==> src/common/rtseq_pkg.sv <==
/*
  Shared constants for the reset and time-out sequencer: register map,
  field positions, reset values, timing counts, oscillator modes and states.
  Assumes a 200 MHz core clock and a nominal internal slow oscillator period.
*/
package rtseq_pkg;

  // Core clock and timing figures
  localparam int unsigned CLK_PERIOD_PS       = 5000;
  localparam int unsigned PWRUP_DELAY_MS      = 72;
  localparam int unsigned SLOW_OSC_PERIOD_NS  = 1000;
  localparam int unsigned PWRUP_DELAY_TICKS   = PWRUP_DELAY_MS * 1000000 / SLOW_OSC_PERIOD_NS;
  localparam int unsigned SETTLE_EDGES        = 1024;
  localparam int unsigned BROWNOUT_MIN_US     = 100;
  // Least time: round up to whole cycles
  localparam int unsigned BROWNOUT_MIN_CYCLES =
    (BROWNOUT_MIN_US * 1000000 + CLK_PERIOD_PS - 1) / CLK_PERIOD_PS;
  localparam int unsigned CLEAR_FILTER_NS     = 20;
  localparam int unsigned CLEAR_FILTER_CYCLES =
    (CLEAR_FILTER_NS * 1000 + CLK_PERIOD_PS - 1) / CLK_PERIOD_PS;

  // Register byte offsets
  localparam logic [3:0] OFS_POWER_STATUS = 4'h0;
  localparam logic [3:0] OFS_CONFIG       = 4'h4;
  localparam logic [3:0] OFS_STATUS       = 4'h8;

  // Field positions
  localparam int unsigned PS_BROWNOUT_N_BIT = 0;
  localparam int unsigned PS_POWERON_N_BIT  = 1;
  localparam int unsigned CFG_DELAY_N_BIT   = 0;
  localparam int unsigned CFG_BOD_EN_BIT    = 1;
  localparam int unsigned CFG_MODE_LSB      = 2;

  // Reset values
  localparam logic [1:0] PS_RESET       = 2'h0;
  localparam logic       CFG_DELAY_N_RST = 1'h0;
  localparam logic       CFG_BOD_EN_RST  = 1'h0;
  localparam logic [2:0] PAGE_RESET      = 3'h0;
  localparam logic [12:0] PC_RESET_VEC   = 13'h0000;
  localparam logic [12:0] PC_IRQ_VEC     = 13'h0004;

  typedef enum logic [1:0] {
    MODE_LOW_POWER_CRYSTAL,
    MODE_MID_CRYSTAL,
    MODE_HIGH_SPEED_CRYSTAL,
    MODE_RESISTOR_CAP
  } rtseq_osc_mode_t;

  localparam rtseq_osc_mode_t CFG_MODE_RST = MODE_MID_CRYSTAL;

  typedef enum logic [2:0] {
    ST_DELAY,
    ST_SETTLE,
    ST_BROWNOUT,
    ST_RUN,
    ST_SLEEP,
    ST_WAKE
  } rtseq_state_t;

endpackage : rtseq_pkg

==> src/rtseq_sequencer.sv <==
/*
  Reset and time-out sequencer with an Avalon-MM register slave.
  Assumes arst_n is the raw power-on indication, and that slow oscillator,
  oscillator pin, supply-low and master clear arrive asynchronously.
*/
// Implementation choices: the Avalon-MM slave port and the register addresses.
`timescale 1ns/1ps
// Operation
// RULE1 - After power-on, hold reset for a 72 ms slow-oscillator delay.
// RULE2 - Config bit low enables the power-up delay; high suppresses it.
// RULE3 - After the delay, count 1024 oscillator pin cycles before running.
// RULE4 - Settle count only in crystal modes, after power-on or sleep wake-up; the code also runs it after the brown-out delay.
// RULE5 - Crystal: delay plus settle; wake or no delay: settle only; resistor-cap: delay.
// RULE6 - With brown-out enabled, reset when supply-low outlasts about 100 us.
// RULE7 - After brown-out, hold until supply recovers, then one more delay.
// RULE8 - Supply-low during that delay restarts the brown-out process.
// RULE9 - Brown-out enabled forces the power-up delay on.
// RULE10 - Leave reset when the last applicable delay completes.
// RULE11 - Master clear held through the delays releases the core at once.
// RULE12 - Status bit 0 low-active brown-out flag, cleared by brown-out.
// RULE13 - Status bit 1 low-active power-on flag, cleared only by power-on.
// RULE14 - Timeout and sleep-entry flags set per reset or wake-up cause.
// RULE15 - Resets load address zero; wake-ups advance or take the vector.
// RULE16 - Power-on and brown-out load upper status 00011; pair per cause.
// RULE17 - Master clear is glitch filtered; watchdog never drives that pin.
// RULE18 - Watchdog wake-up resumes operation without resetting registers.
// RULE19 - Asynchronous sources are synchronised before they release reset.
// RULE20 - Counters and cause logic are cleared by the raw power-on reset.
module rtseq_sequencer #(
  parameter int unsigned DELAY_TICKS     = rtseq_pkg::PWRUP_DELAY_TICKS,
  parameter int unsigned BROWNOUT_CYCLES = rtseq_pkg::BROWNOUT_MIN_CYCLES,
  parameter int unsigned SETTLE_COUNT    = rtseq_pkg::SETTLE_EDGES,
  parameter int unsigned CLEAR_CYCLES    = rtseq_pkg::CLEAR_FILTER_CYCLES
) (
  input  wire logic        ref_clk,
  input  wire logic        arst_n,
  input  wire logic        slowOscIn,
  input  wire logic        oscInputPin,
  input  wire logic        supplyLow,
  input  wire logic        masterClearPinN,
  input  wire logic        watchdogTimeout,
  input  wire logic        sleepEnter,
  input  wire logic        clearWatchdog,
  input  wire logic        wakeIrq,
  input  wire logic        globalIrqEnable,
  input  wire logic [3:0]  address,
  input  wire logic        read,
  input  wire logic        write,
  input  wire logic [3:0]  byteenable,
  input  wire logic [31:0] writedata,
  output logic      [31:0] readdata,
  output logic             waitrequest,
  output logic             coreResetN,
  output logic             coreRun,
  output logic             pcLoad,
  output logic      [12:0] pcValue,
  output logic             pcAdvance,
  output logic      [4:0]  statusUpper
);

  localparam int unsigned DW = $clog2(DELAY_TICKS + 1);
  localparam int unsigned SW = $clog2(SETTLE_COUNT + 1);
  localparam int unsigned BW = $clog2(BROWNOUT_CYCLES + 1);
  localparam int unsigned MW = $clog2(CLEAR_CYCLES + 1);

  typedef struct packed {
    rtseq_pkg::rtseq_state_t    st;
    logic [DW-1:0]              dlyCnt;
    logic [SW-1:0]              setCnt;
    logic [BW-1:0]              bodCnt;
    logic [MW-1:0]              mcfCnt;
    logic                       clrLow;
    logic                       slowPrev;
    logic                       oscPrev;
    logic                       wakeVec;
    logic                       timeoutFlag;
    logic                       sleepEntryFlag;
    logic [2:0]                 page;
    logic [1:0]                 pwrStatus;
    logic                       cfgDelayN;
    logic                       cfgBodEn;
    rtseq_pkg::rtseq_osc_mode_t cfgMode;
    logic                       coreResetN;
    logic                       coreRun;
    logic                       pcLoad;
    logic [12:0]                pcValue;
    logic                       pcAdvance;
    logic                       waitrequest;
    logic [31:0]                readdata;
  } rtseq_regs_t;

  // Power-on state; both flags high, both status bits cleared
  localparam rtseq_regs_t REG_RESET = '{
    st:             rtseq_pkg::ST_DELAY,
    timeoutFlag:    1'h1,
    sleepEntryFlag: 1'h1,
    page:           rtseq_pkg::PAGE_RESET,
    pwrStatus:      rtseq_pkg::PS_RESET,
    cfgDelayN:      rtseq_pkg::CFG_DELAY_N_RST,
    cfgBodEn:       rtseq_pkg::CFG_BOD_EN_RST,
    cfgMode:        rtseq_pkg::CFG_MODE_RST,
    waitrequest:    1'h1,
    pcValue:        rtseq_pkg::PC_RESET_VEC,
    default:        '0
  };

  rtseq_regs_t s;
  rtseq_regs_t next_s;
  logic [3:0]  syncIn;
  logic        slowSync;
  logic        oscSync;
  logic        supLow;
  logic        clrPinN;
  logic        slowTick;
  logic        oscEdge;
  logic        isCrystal;
  logic        delayOn;
  logic        accept;
  logic        dogRst;
  logic        bodTrip;
  logic        clrFall;
  logic        leaveDelay;
  logic        goRun;

  // All asynchronous sources pass two flops first
  rtseq_sync #(
    .WIDTH (4)
  ) i_rtseq_sync (
    .ref_clk (ref_clk),
    .arst_n  (arst_n),
    .asyncIn ({masterClearPinN, supplyLow, oscInputPin, slowOscIn}),
    .syncOut (syncIn)
  ); // RULE19

  assign slowSync  = syncIn[0];
  assign oscSync   = syncIn[1];
  assign supLow    = syncIn[2];
  assign clrPinN   = syncIn[3];
  // Edges are taken from the stable stage only
  assign slowTick  = slowSync & ~s.slowPrev;
  assign oscEdge   = oscSync & ~s.oscPrev;
  assign isCrystal = (s.cfgMode != rtseq_pkg::MODE_RESISTOR_CAP);
  assign delayOn   = ~s.cfgDelayN | s.cfgBodEn; // RULE2 RULE9
  assign accept    = (read | write) & ~s.waitrequest;

  always_comb begin
    next_s      = s;
    dogRst      = 1'b0;
    bodTrip     = 1'b0;
    leaveDelay  = 1'b0;
    goRun       = 1'b0;
    next_s.pcLoad    = 1'b0;
    next_s.pcAdvance = 1'b0;
    next_s.slowPrev  = slowSync;
    next_s.oscPrev   = oscSync;

    // Master clear filter; release is immediate
    if (clrPinN) begin
      next_s.mcfCnt = '0;
      next_s.clrLow = 1'b0;
    end else if (s.mcfCnt != MW'(CLEAR_CYCLES - 1)) begin
      next_s.mcfCnt = s.mcfCnt + MW'(1); // RULE17
    end else begin
      next_s.clrLow = 1'b1;
    end
    clrFall = next_s.clrLow & ~s.clrLow;

    // Supply-low must outlast the minimum duration
    if (s.cfgBodEn && supLow) begin
      if (s.bodCnt != BW'(BROWNOUT_CYCLES - 1)) begin
        next_s.bodCnt = s.bodCnt + BW'(1);
      end else begin
        bodTrip = 1'b1; // RULE6
      end
    end else begin
      next_s.bodCnt = '0;
    end

    // One-wait-state slave; data latched as waitrequest drops
    next_s.waitrequest = 1'b1;
    if ((read || write) && s.waitrequest) begin
      next_s.waitrequest = 1'b0;
      unique case (address)
        rtseq_pkg::OFS_POWER_STATUS: next_s.readdata = {30'h0, s.pwrStatus};
        rtseq_pkg::OFS_CONFIG:
          next_s.readdata = {28'h0, s.cfgMode, s.cfgBodEn, s.cfgDelayN};
        rtseq_pkg::OFS_STATUS:
          next_s.readdata = {27'h0, s.page, s.timeoutFlag, s.sleepEntryFlag};
        default: next_s.readdata = 32'h0;
      endcase
    end
    // Writes land first so hardware events below win
    if (accept && write && byteenable[0]) begin
      if (address == rtseq_pkg::OFS_POWER_STATUS) begin
        next_s.pwrStatus = writedata[1:0]; // RULE12 RULE13
      end else if (address == rtseq_pkg::OFS_CONFIG) begin
        next_s.cfgDelayN = writedata[rtseq_pkg::CFG_DELAY_N_BIT];
        next_s.cfgBodEn  = writedata[rtseq_pkg::CFG_BOD_EN_BIT];
        next_s.cfgMode   = rtseq_pkg::rtseq_osc_mode_t'(
          writedata[rtseq_pkg::CFG_MODE_LSB +: 2]);
      end
    end

    // Sequencer proper
    unique case (s.st)
      rtseq_pkg::ST_DELAY: begin
        if (s.cfgBodEn && supLow) begin
          next_s.st     = rtseq_pkg::ST_BROWNOUT; // RULE8
          next_s.dlyCnt = '0;
        end else if (!delayOn) begin
          leaveDelay = 1'b1; // RULE2
        end else if (slowTick) begin
          if (s.dlyCnt == DW'(DELAY_TICKS - 1)) begin
            leaveDelay = 1'b1; // RULE1
          end else begin
            next_s.dlyCnt = s.dlyCnt + DW'(1);
          end
        end
      end
      rtseq_pkg::ST_SETTLE, rtseq_pkg::ST_WAKE: begin
        if (oscEdge) begin
          if (s.setCnt == SW'(SETTLE_COUNT - 1)) begin
            if (s.st == rtseq_pkg::ST_SETTLE) begin
              goRun = 1'b1; // RULE10
            end else begin
              next_s.st = rtseq_pkg::ST_RUN;
              next_s.pcLoad    = s.wakeVec; // RULE15
              next_s.pcValue   = rtseq_pkg::PC_IRQ_VEC;
              next_s.pcAdvance = ~s.wakeVec;
            end
          end else begin
            next_s.setCnt = s.setCnt + SW'(1); // RULE3
          end
        end
      end
      rtseq_pkg::ST_BROWNOUT: begin
        if (!supLow) begin
          next_s.st     = rtseq_pkg::ST_DELAY; // RULE7
          next_s.dlyCnt = '0;
        end
      end
      rtseq_pkg::ST_RUN: begin
        if (watchdogTimeout) begin
          dogRst = ~clrFall;
        end else if (sleepEnter) begin
          next_s.st             = rtseq_pkg::ST_SLEEP;
          next_s.timeoutFlag    = 1'b1;
          next_s.sleepEntryFlag = 1'b0;
        end else if (clearWatchdog) begin
          next_s.timeoutFlag    = 1'b1;
          next_s.sleepEntryFlag = 1'b1;
        end
      end
      rtseq_pkg::ST_SLEEP: begin
        // Wake-ups keep registers; only flags and the PC move
        if (watchdogTimeout || wakeIrq) begin
          next_s.timeoutFlag    = ~watchdogTimeout; // RULE14 RULE18
          next_s.sleepEntryFlag = 1'b0;
          next_s.wakeVec        = ~watchdogTimeout & globalIrqEnable;
          next_s.setCnt         = '0;
          if (isCrystal) begin
            next_s.st = rtseq_pkg::ST_WAKE; // RULE4
          end else begin
            next_s.st        = rtseq_pkg::ST_RUN;
            next_s.pcLoad    = ~watchdogTimeout & globalIrqEnable; // RULE15
            next_s.pcValue   = rtseq_pkg::PC_IRQ_VEC;
            next_s.pcAdvance = watchdogTimeout | ~globalIrqEnable;
          end
        end
      end
      default: begin
        next_s.st = rtseq_pkg::ST_DELAY;
      end
    endcase

    // Crystal modes settle after the delay, resistor-cap runs
    if (leaveDelay) begin
      if (isCrystal) begin
        next_s.st     = rtseq_pkg::ST_SETTLE; // RULE4 RULE5
        next_s.setCnt = '0;
      end else begin
        goRun = 1'b1; // RULE5
      end
    end
    if (goRun) begin
      next_s.st      = rtseq_pkg::ST_RUN;
      next_s.pcLoad  = 1'b1;
      next_s.pcValue = rtseq_pkg::PC_RESET_VEC;
    end

    // Watchdog reset never touches the pin, only the core
    if (dogRst) begin
      next_s.timeoutFlag    = 1'b0; // RULE14 RULE17
      next_s.sleepEntryFlag = 1'b1;
      next_s.page    = rtseq_pkg::PAGE_RESET;
      next_s.pcLoad  = 1'b1;
      next_s.pcValue = rtseq_pkg::PC_RESET_VEC; // RULE15
    end

    // Master clear outside the power-up delays
    if (clrFall && (s.st == rtseq_pkg::ST_RUN || s.st == rtseq_pkg::ST_SLEEP
                     || s.st == rtseq_pkg::ST_WAKE)) begin
      if (s.st != rtseq_pkg::ST_RUN) begin
        next_s.timeoutFlag    = 1'b1; // RULE14
        next_s.sleepEntryFlag = 1'b0;
      end
      next_s.st      = rtseq_pkg::ST_RUN;
      next_s.page    = rtseq_pkg::PAGE_RESET;
      next_s.pcLoad  = 1'b1;
      next_s.pcValue = rtseq_pkg::PC_RESET_VEC; // RULE15
      next_s.pcAdvance = 1'b0;
    end

    // Brown-out overrides everything, including a bus write
    if (bodTrip && s.st != rtseq_pkg::ST_BROWNOUT) begin
      next_s.st             = rtseq_pkg::ST_BROWNOUT;
      next_s.dlyCnt         = '0;
      next_s.timeoutFlag    = 1'b1; // RULE14 RULE16
      next_s.sleepEntryFlag = 1'b1;
      next_s.page           = rtseq_pkg::PAGE_RESET;
      next_s.pwrStatus[rtseq_pkg::PS_BROWNOUT_N_BIT] = 1'b0; // RULE12
      next_s.pcLoad         = 1'b0;
      next_s.pcAdvance      = 1'b0;
    end

    // Master clear pin held low keeps the core in reset
    next_s.coreResetN = (next_s.st == rtseq_pkg::ST_RUN
                         || next_s.st == rtseq_pkg::ST_SLEEP
                         || next_s.st == rtseq_pkg::ST_WAKE)
                        && !next_s.clrLow && !dogRst; // RULE11
    next_s.coreRun = next_s.coreResetN && (next_s.st == rtseq_pkg::ST_RUN);
  end

  // Raw power-on clears counters and records the cause
  always_ff @(posedge ref_clk or negedge arst_n) begin
    if (!arst_n) begin
      s <= REG_RESET; // RULE13 RULE16 RULE20
    end else begin
      s <= next_s;
    end
  end

  assign readdata    = s.readdata;
  assign waitrequest = s.waitrequest;
  assign coreResetN  = s.coreResetN;
  assign coreRun     = s.coreRun;
  assign pcLoad      = s.pcLoad;
  assign pcValue     = s.pcValue;
  assign pcAdvance   = s.pcAdvance;
  assign statusUpper = {s.page, s.timeoutFlag, s.sleepEntryFlag};
endmodule : rtseq_sequencer

==> src/rtseq_sync.sv <==
/*
  Two-stage level synchroniser for a group of asynchronous inputs.
  Assumes the inputs are levels that stay put for several core clocks.
*/
`timescale 1ns/1ps
module rtseq_sync #(
  parameter int unsigned WIDTH = 4
) (
  input  wire logic             ref_clk,
  input  wire logic             arst_n,
  input  wire logic [WIDTH-1:0] asyncIn,
  output logic      [WIDTH-1:0] syncOut
);

  typedef struct packed {
    logic [WIDTH-1:0] meta;
    logic [WIDTH-1:0] stable;
  } rtseq_sync_t;

  rtseq_sync_t s;
  rtseq_sync_t next_s;

  // First stage feeds only the second stage
  always_comb begin
    next_s.meta   = asyncIn;
    next_s.stable = s.meta;
  end

  always_ff @(posedge ref_clk or negedge arst_n) begin
    if (!arst_n) begin
      s <= '0;
    end else begin
      s <= next_s;
    end
  end

  assign syncOut = s.stable;

endmodule : rtseq_sync
==> config.mk <==
export PLATFORM = sky130hd
export DESIGN_NAME = rtseq_sequencer
export DESIGN_NICKNAME = d
export VERILOG_FILES = /design/src/common/rtseq_pkg.sv /design/src/rtseq_sequencer.sv /design/src/rtseq_sync.sv
export SDC_FILE = /design/constraint.sdc
export NUM_CORES = 1
export LEC_CHECK = 0
export ABC_AREA = 1
export BUFFER_PORTS_ARGS = -buffer_cell sky130_fd_sc_hd__buf_2
export CORE_MARGIN = 10
export CORE_UTILIZATION = 57
export CTS_BUF_LIST = sky130_fd_sc_hd__clkbuf_4 sky130_fd_sc_hd__clkbuf_8
export DETAILED_ROUTE_END_ITERATION = 6
export PLACE_DENSITY = 0.84
export SETUP_SLACK_MARGIN = 0.5
export SYNTH_ARGS = -nofsm -noshare
export SYNTH_HDL_FRONTEND = slang
export SYNTH_SLANG_ARGS = --single-unit
==> constraint.sdc <==
create_clock -name ref_clk -period 2.11 [get_ports ref_clk]
set_input_delay 0.3165 -clock ref_clk [delete_from_list [all_inputs] [get_ports ref_clk]]
set_output_delay 0.3165 -clock ref_clk [all_outputs]
set_load 0.02 [all_outputs]
Word-level counts from Yosys, hierarchy flattened
Cells that the tools add are included.
{"block": "totals", "regBits": 122, "inputBits": 53, "out_inout_bits": 55, "elab_cells": 180}
{"block": "op_classes", "n_addsub": 4, "eq_ne": 27, "mux": 73, "bitwise": 18, "n_reduce_logical": 32}
{"operator": "$mux 15", "n": 8}
{"operator": "$mux 17", "n": 4}
{"operator": "$mux 11", "n": 5}
{"operator": "$mux 20", "n": 2}
{"operator": "$mux 3", "n": 13}
{"operator": "$pmux 17 s2", "n": 1}
{"operator": "$mux 33", "n": 1}
{"operator": "$pmux 15 s2", "n": 1}
{"operator": "$mux 14", "n": 2}
{"operator": "$pmux 11 s2", "n": 1}
{"operator": "$mux 1", "n": 20}
{"operator": "$mux 5", "n": 4}
{"operator": "$add 17x1->17 const B", "n": 1}
{"operator": "$eq 17x17->1 const B", "n": 1}
{"operator": "$add 15x1->15 const B", "n": 1}
{"operator": "$ne 15x15->1 const B", "n": 1}
{"operator": "$ne 5x5->1 const B", "n": 3}
{"operator": "$pmux 3 s5", "n": 1}
{"operator": "$pmux 5 s3", "n": 1}
{"operator": "$eq 3x3->1 const B", "n": 4}
{"operator": "$mux 4", "n": 3}
{"operator": "$ne 4x4->1 const B", "n": 3}
{"operator": "$add 11x1->11 const B", "n": 1}
{"operator": "$eq 11x10->1 const B", "n": 1}
{"operator": "other kinds (28)", "n": 71}

Depth between registers and ports, before layout
{"block": "logic_depth", "ltp_word": 16, "depth_mapped": 14, "ltp_nobuf": 14}

By module
Synthesis repeated with hierarchy kept, for this count alone.
{"block": "unflattened", "hier_cells": 624, "area_unflattened_um2": 4768.3}
{"module": "rtseq_sequencer", "instances": 1, "cells_each": 616, "area_each_um2": 4568.1, "seq_area_each_um2": 1806.7}
{"module": "rtseq_sync", "instances": 1, "cells_each": 8, "area_each_um2": 200.2, "seq_area_each_um2": 200.2}

Worst setup path before layout
No wires, ideal clock.
{"block": "synth_path", "kind": "register -> register", "startpoint": "reg s[65] (netlist bit)", "endpoint": "reg s (netlist bit pcValue[2])", "setup_time_ps": 116, "t_arrival_ps": 1572, "required_time_ps": 1994, "setup_slack_ps": 422, "stages_incl_launch_ff": 15, "path_buffers": 0, "synth_period_minus_slack_ps": 1688, "cell_sequence": "dfrtp_1 ha_1 ha_1 inv_2 nor2_1 inv_1 nor2_2 nor3_1 inv_1 nand3_1 nor2_1 nand2_1 nand2_1 nand2_1 nand2_1"}
{"block": "synth_via", "elab_chain_cells": 9, "word_cells_on_any_way": 17, "classes_between": "eq/ne (6); mux (6); bitwise (2); reduce/logical (3)"}
{"element": "start: declaration", "line_no": "rtseq_sequencer.sv:107", "text": "rtseq_regs_t s;"}
{"element": "start signal: assignment", "line_no": "rtseq_sequencer.sv:339", "text": "s <= next_s;"}
{"element": "$ne 3x2->1 (*)", "line_no": "rtseq_sequencer.sv:161", "text": "end else if (s.mcfCnt != MW'(CLEAR_CYCLES - 1)) begin"}
{"element": "$mux 1 (*)", "line_no": "rtseq_sequencer.sv:161"}
{"element": "$mux 4 (*)", "line_no": "rtseq_sequencer.sv:158", "text": "if (clrPinN) begin"}
{"element": "$and 1x1->1 (*)", "line_no": "rtseq_sequencer.sv:166", "text": "clrFall = next_s.clrLow & ~s.clrLow;"}
{"element": "$not 1->1", "line_no": "rtseq_sequencer.sv:244", "text": "dogRst = ~clrFall;"}
{"element": "$mux 1", "line_no": "rtseq_sequencer.sv:243", "text": "if (watchdogTimeout) begin"}
{"element": "$mux 1", "line_no": "rtseq_sequencer.sv:205", "text": "unique case (s.st)"}
{"element": "$ne 5x4->1 (no line) (tied with other cells)"}
{"element": "$reduce_and 6->1 (no line) or $mux 15 (tied branches)"}
Every way passes the cells marked *; elsewhere a longest branch is shown, timed or not.
A chain may end at the register's enable or synchronous reset.

Worst setup path after layout
{"block": "layout_path", "startpoint": "reg s[52] (netlist bit)", "endpoint": "reg s (netlist bit pcValue[2])"}
{"block": "layout_via", "elab_chain_cells": 8, "word_cells_on_any_way": 16, "classes_between": "eq/ne (5); mux (7); bitwise (1); reduce/logical (3)"}
{"element": "$or 1x1->1", "line_no": "rtseq_sequencer.sv:143", "text": "assign delayOn = ~s.cfgDelayN | s.cfgBodEn;"}
{"element": "$mux 1", "line_no": "rtseq_sequencer.sv:210", "text": "end else if (!delayOn) begin"}
{"element": "$mux 1 (*)", "line_no": "rtseq_sequencer.sv:207", "text": "if (s.cfgBodEn && supLow) begin"}
{"element": "$mux 1 (*)", "line_no": "rtseq_sequencer.sv:205"}
{"element": "$mux 1 (*)", "line_no": "rtseq_sequencer.sv:277", "text": "if (leaveDelay) begin"}
{"element": "parallel branches: the longest is 3 deep, another holds $reduce_and 6->1"}
Every way passes the cells marked *.

==> results by group <==
STA
  – Setup TNS Final: 0 ps
  – Setup violators final: 0
  – Clk_skew: 11.1 ps
  – Final hold violations: 0
  – RSZ-0062 raised after global routing: true
  – Final period util: 89.2%
  – Fin crit period: roughly 1900 ps
  – Slew HR: about three fifths
  – Max Fclk: 0.532 GHz
  – Slew @ Worst Pin: 617 ps
  – Final worst setup slack: 229 ps
  – Slew Limit Fails: 0

Setup path
  – Slowest cell on crit path: dfrtp_1
  – Setup Crit Path Kind: reg2reg
  – Critical R2R Launch: s[52]
  – Critical path capture point type: register
  – CP arrival: around 2100 ps
  – Worst setup path startpoint: s[52]
  – Most frequent CP cell: nand2_1
  – Crit path max fanout: 14
  – Max stage delay on crit path: roughly 450 ps
  – Crit-path cells: nand2_2 > buf_6 > nand2_1 > nor2_1 > nand3_2 > nand2_2 > nand3_4 > nand4_1 > nand2_1 > inv_1 > nand2_1 > nand2_1 > nand2_1
  – Critical Path RT: 2360 ps
  – Startpoint types: register

Synthesis
  – Synth Instances: 637
  – Post-synth cell types: 47
  – EDFF count, synth: 0
  – Register area share after synthesis: 40.3%
  – Avg Inst Size Synth: 7.81 um^2
  – Top FF cell, synth: dfrtp_1
  – Synthesized cell area: 0.00498 mm^2
  – Post-synthesis register bit count: 80
  – Syn. warnings: 0
  – Synth async-reset ratio: 100%

Global routing
  – Largest net degree at the start of global routing: 50
  – Total track usage: a little under a fifth
  – Initial antenna violation count: 0
  – Global-route wire length before repair: 19600 um
  – Grt ovf: 0
  – Vias in the first global route: 4345

Clock network
  – Clk buf depth: 2
  – CTS H-tree depth: 3
  – Worst-skew pair later-pin latency: 350 ps
  – Num CTS Buffers: 9
  – CTS root buf: clkbuf_8
  – Clock slew at reported path FFs: 80 ps
  – TritonCTS Sinks: 80
  – CTS tree: yes

Placement
  – GPL Wtd Cong: about 0.94
  – DP Worst Slack: approximately 200 ps
  – Post-DP HPWL: roughly 8000 um
  – Count of buffers from port buffering: 34

Route
  – Via count: 4445
  – Drt first pass iters: 5
  – WL final: 12700 um
  – Drt via density: roughly 5.5
  – Detailed Route Iter0 Violations: approximately 410
  – Remaining antenna violation count after routing: 0
  – DRC viols: 0
  – Wire per inst: 15.6 um

Floorplan
  – Cell Rows: 34
  – Die area: 0.0129 mm^2
  – Die width: 113 um
  – Top-Level Pins: 108
  – Starting density of the core: 57.9%
  – CORE AREA: 0.00859 mm^2
  – Die height: 113 um

Min path
  – HP Start: supplyLow
  – Worst min path class: in2reg

Finish
  – Commonest non-fill, non-tap cell in the layout: nand2_1
  – Most frequent cells in the layout: nand2_1 (120), dfrtp_1 (71), inv_1 (70)
  – Area grow syn2layout: 16.8%
  – Net total in the final layout: 756
  – Share of cells above drive strength 1: 29.9%
  – Filler instances: 630
  – Ant diodes: 0
  – Post-layout utilization of the core: 67.6%

Power and ir drop
  – Leak: 0.00285 uW
  – Pwr dens: 750 mW/mm^2
  – Peak supply drop: 0.000380 V

Status
  – Outcome: finished clean

Job
  – Max Cap Viol: 0
==> cell usage after synthesis (5+ instances only) <==
master | number | area share [%]
a21oi_1 | 21 | 2.1
buf_4 | 50 | 7.5
dfrtp_1 | 76 | 38
ha_1 | 5 | 1.3
inv_1 | 76 | 5.7
inv_2 | 15 | 1.1
nand2_1 | 132 | 10
nand2_2 | 6 | 0.75
nand3_1 | 47 | 4.7
nand3_2 | 5 | 1.0
nand4_1 | 13 | 1.6
nor2_1 | 54 | 4.1
nor2_2 | 9 | 1.1
nor3_1 | 13 | 1.3
nor4_1 | 6 | 0.75
o21ai_0 | 22 | 2.2
o21ai_1 | 6 | 0.60
o21ai_2 | 15 | 2.6
or2_2 | 5 | 0.63
xor2_1 | 6 | 1.1
==> where the power goes <==
| group | internal, uW | switching (uW) | total [uW] |
|---|---|---|---|
| logic | 468 | 902 | 1370 |
| registers | 1710 | 154 | 1860 |
| clock network | 582 | 543 | 1120 |
==> critical path, delay by kind of cell, from the launching register on <==
family                 cells  cell delay, ps
and+or+nand+nor           11            1060
DFF                        1             450
buffers and inverters      2             260
==> flip-flops by register name (all words and copies together) (netlist names) <==
name                  cells
s                        59
coreRun                   1
statusUpper               2
pcAdvance                 1
waitrequest               1
i_rtseq_sync.next_s       4
readdata                  5
pcLoad                    1
pcValue                   1
i_rtseq_sync.syncOut      4
coreResetN                1
==> per-layer routing <==
layer / track usage (%) / part of all wire, %
met4: 7.53 / 2.6
met3: 5.14 / 7.4
met1: 20.1 / 37
met2: 31.5 / 53
met5: 0 / 0
==> what timing repair did <==
action / in CTS / in global routing
setup buffers: 14 / 8
pin swaps: 19 / 17
hold buffers: 1 / 0
hold endpoints to repair: 43 / 0
setup endpoints to repair: 43 / 47
gates resized for setup: 34 / 44
gates cloned: 1 / 3
==> cell families after synthesis <==
family,after synthesis,share of synthesized area (%)
simple gates,308,30.1
buf+inv,148,15.4
compound gates,86,11.1
flops,80,40.3
xor+xnor,7,1.23
fa+ha+maj,5,1.26
mux,2,0.453
other cells,1,0.0754
==> per-stage QoR <==
| step | instance area [um^2] | total power [uW] | std cells | hold WS [ps] |
|---|---|---|---|---|
| 3_5_place_dp | 5080 | 3010 | 768 | 337 |
| 5_1_grt | 5810 | 4590 | 811 | 51.4 |
| 3_3_place_gp | 5080 | 2960 | 768 | 334 |
| 2_1_floorplan | 5160 | 2800 | 678 | 20.9 |
| 4_1_cts | 5530 | 4250 | 800 | 53.5 |
| 6_report | 5810 | 4360 | 811 | 62.4 |
==> worst paths after layout <==
path                                      endpoint  depth (start not counted)  slack [ps]
max                                     pcValue[2]                         13         230
min                         i_rtseq_sync.next_s[2]                          1          60
max reg2reg                             pcValue[2]                         13         230
min reg2reg                i_rtseq_sync.syncOut[0]                          0         360
max in group asynchronous                    s[50]                          3         920
min in group asynchronous   i_rtseq_sync.next_s[3]                          2         520
==> layout make-up <==
| cell class | instances | area, um^2 | share of cell area (%) |
|---|---|---|---|
| clock inverter | 4 | 45.0 | 0.775 |
| inverter | 91 | 349 | 6.01 |
| tap | 108 | 135 | 2.32 |
| sequential | 80 | 2010 | 34.6 |
| clock buffer | 12 | 146 | 2.52 |
| timing repair buffer | 62 | 405 | 6.97 |
| multi-input combinational | 454 | 2720 | 46.8 |
No activity file was read; power rests on OpenSTA's default activity.
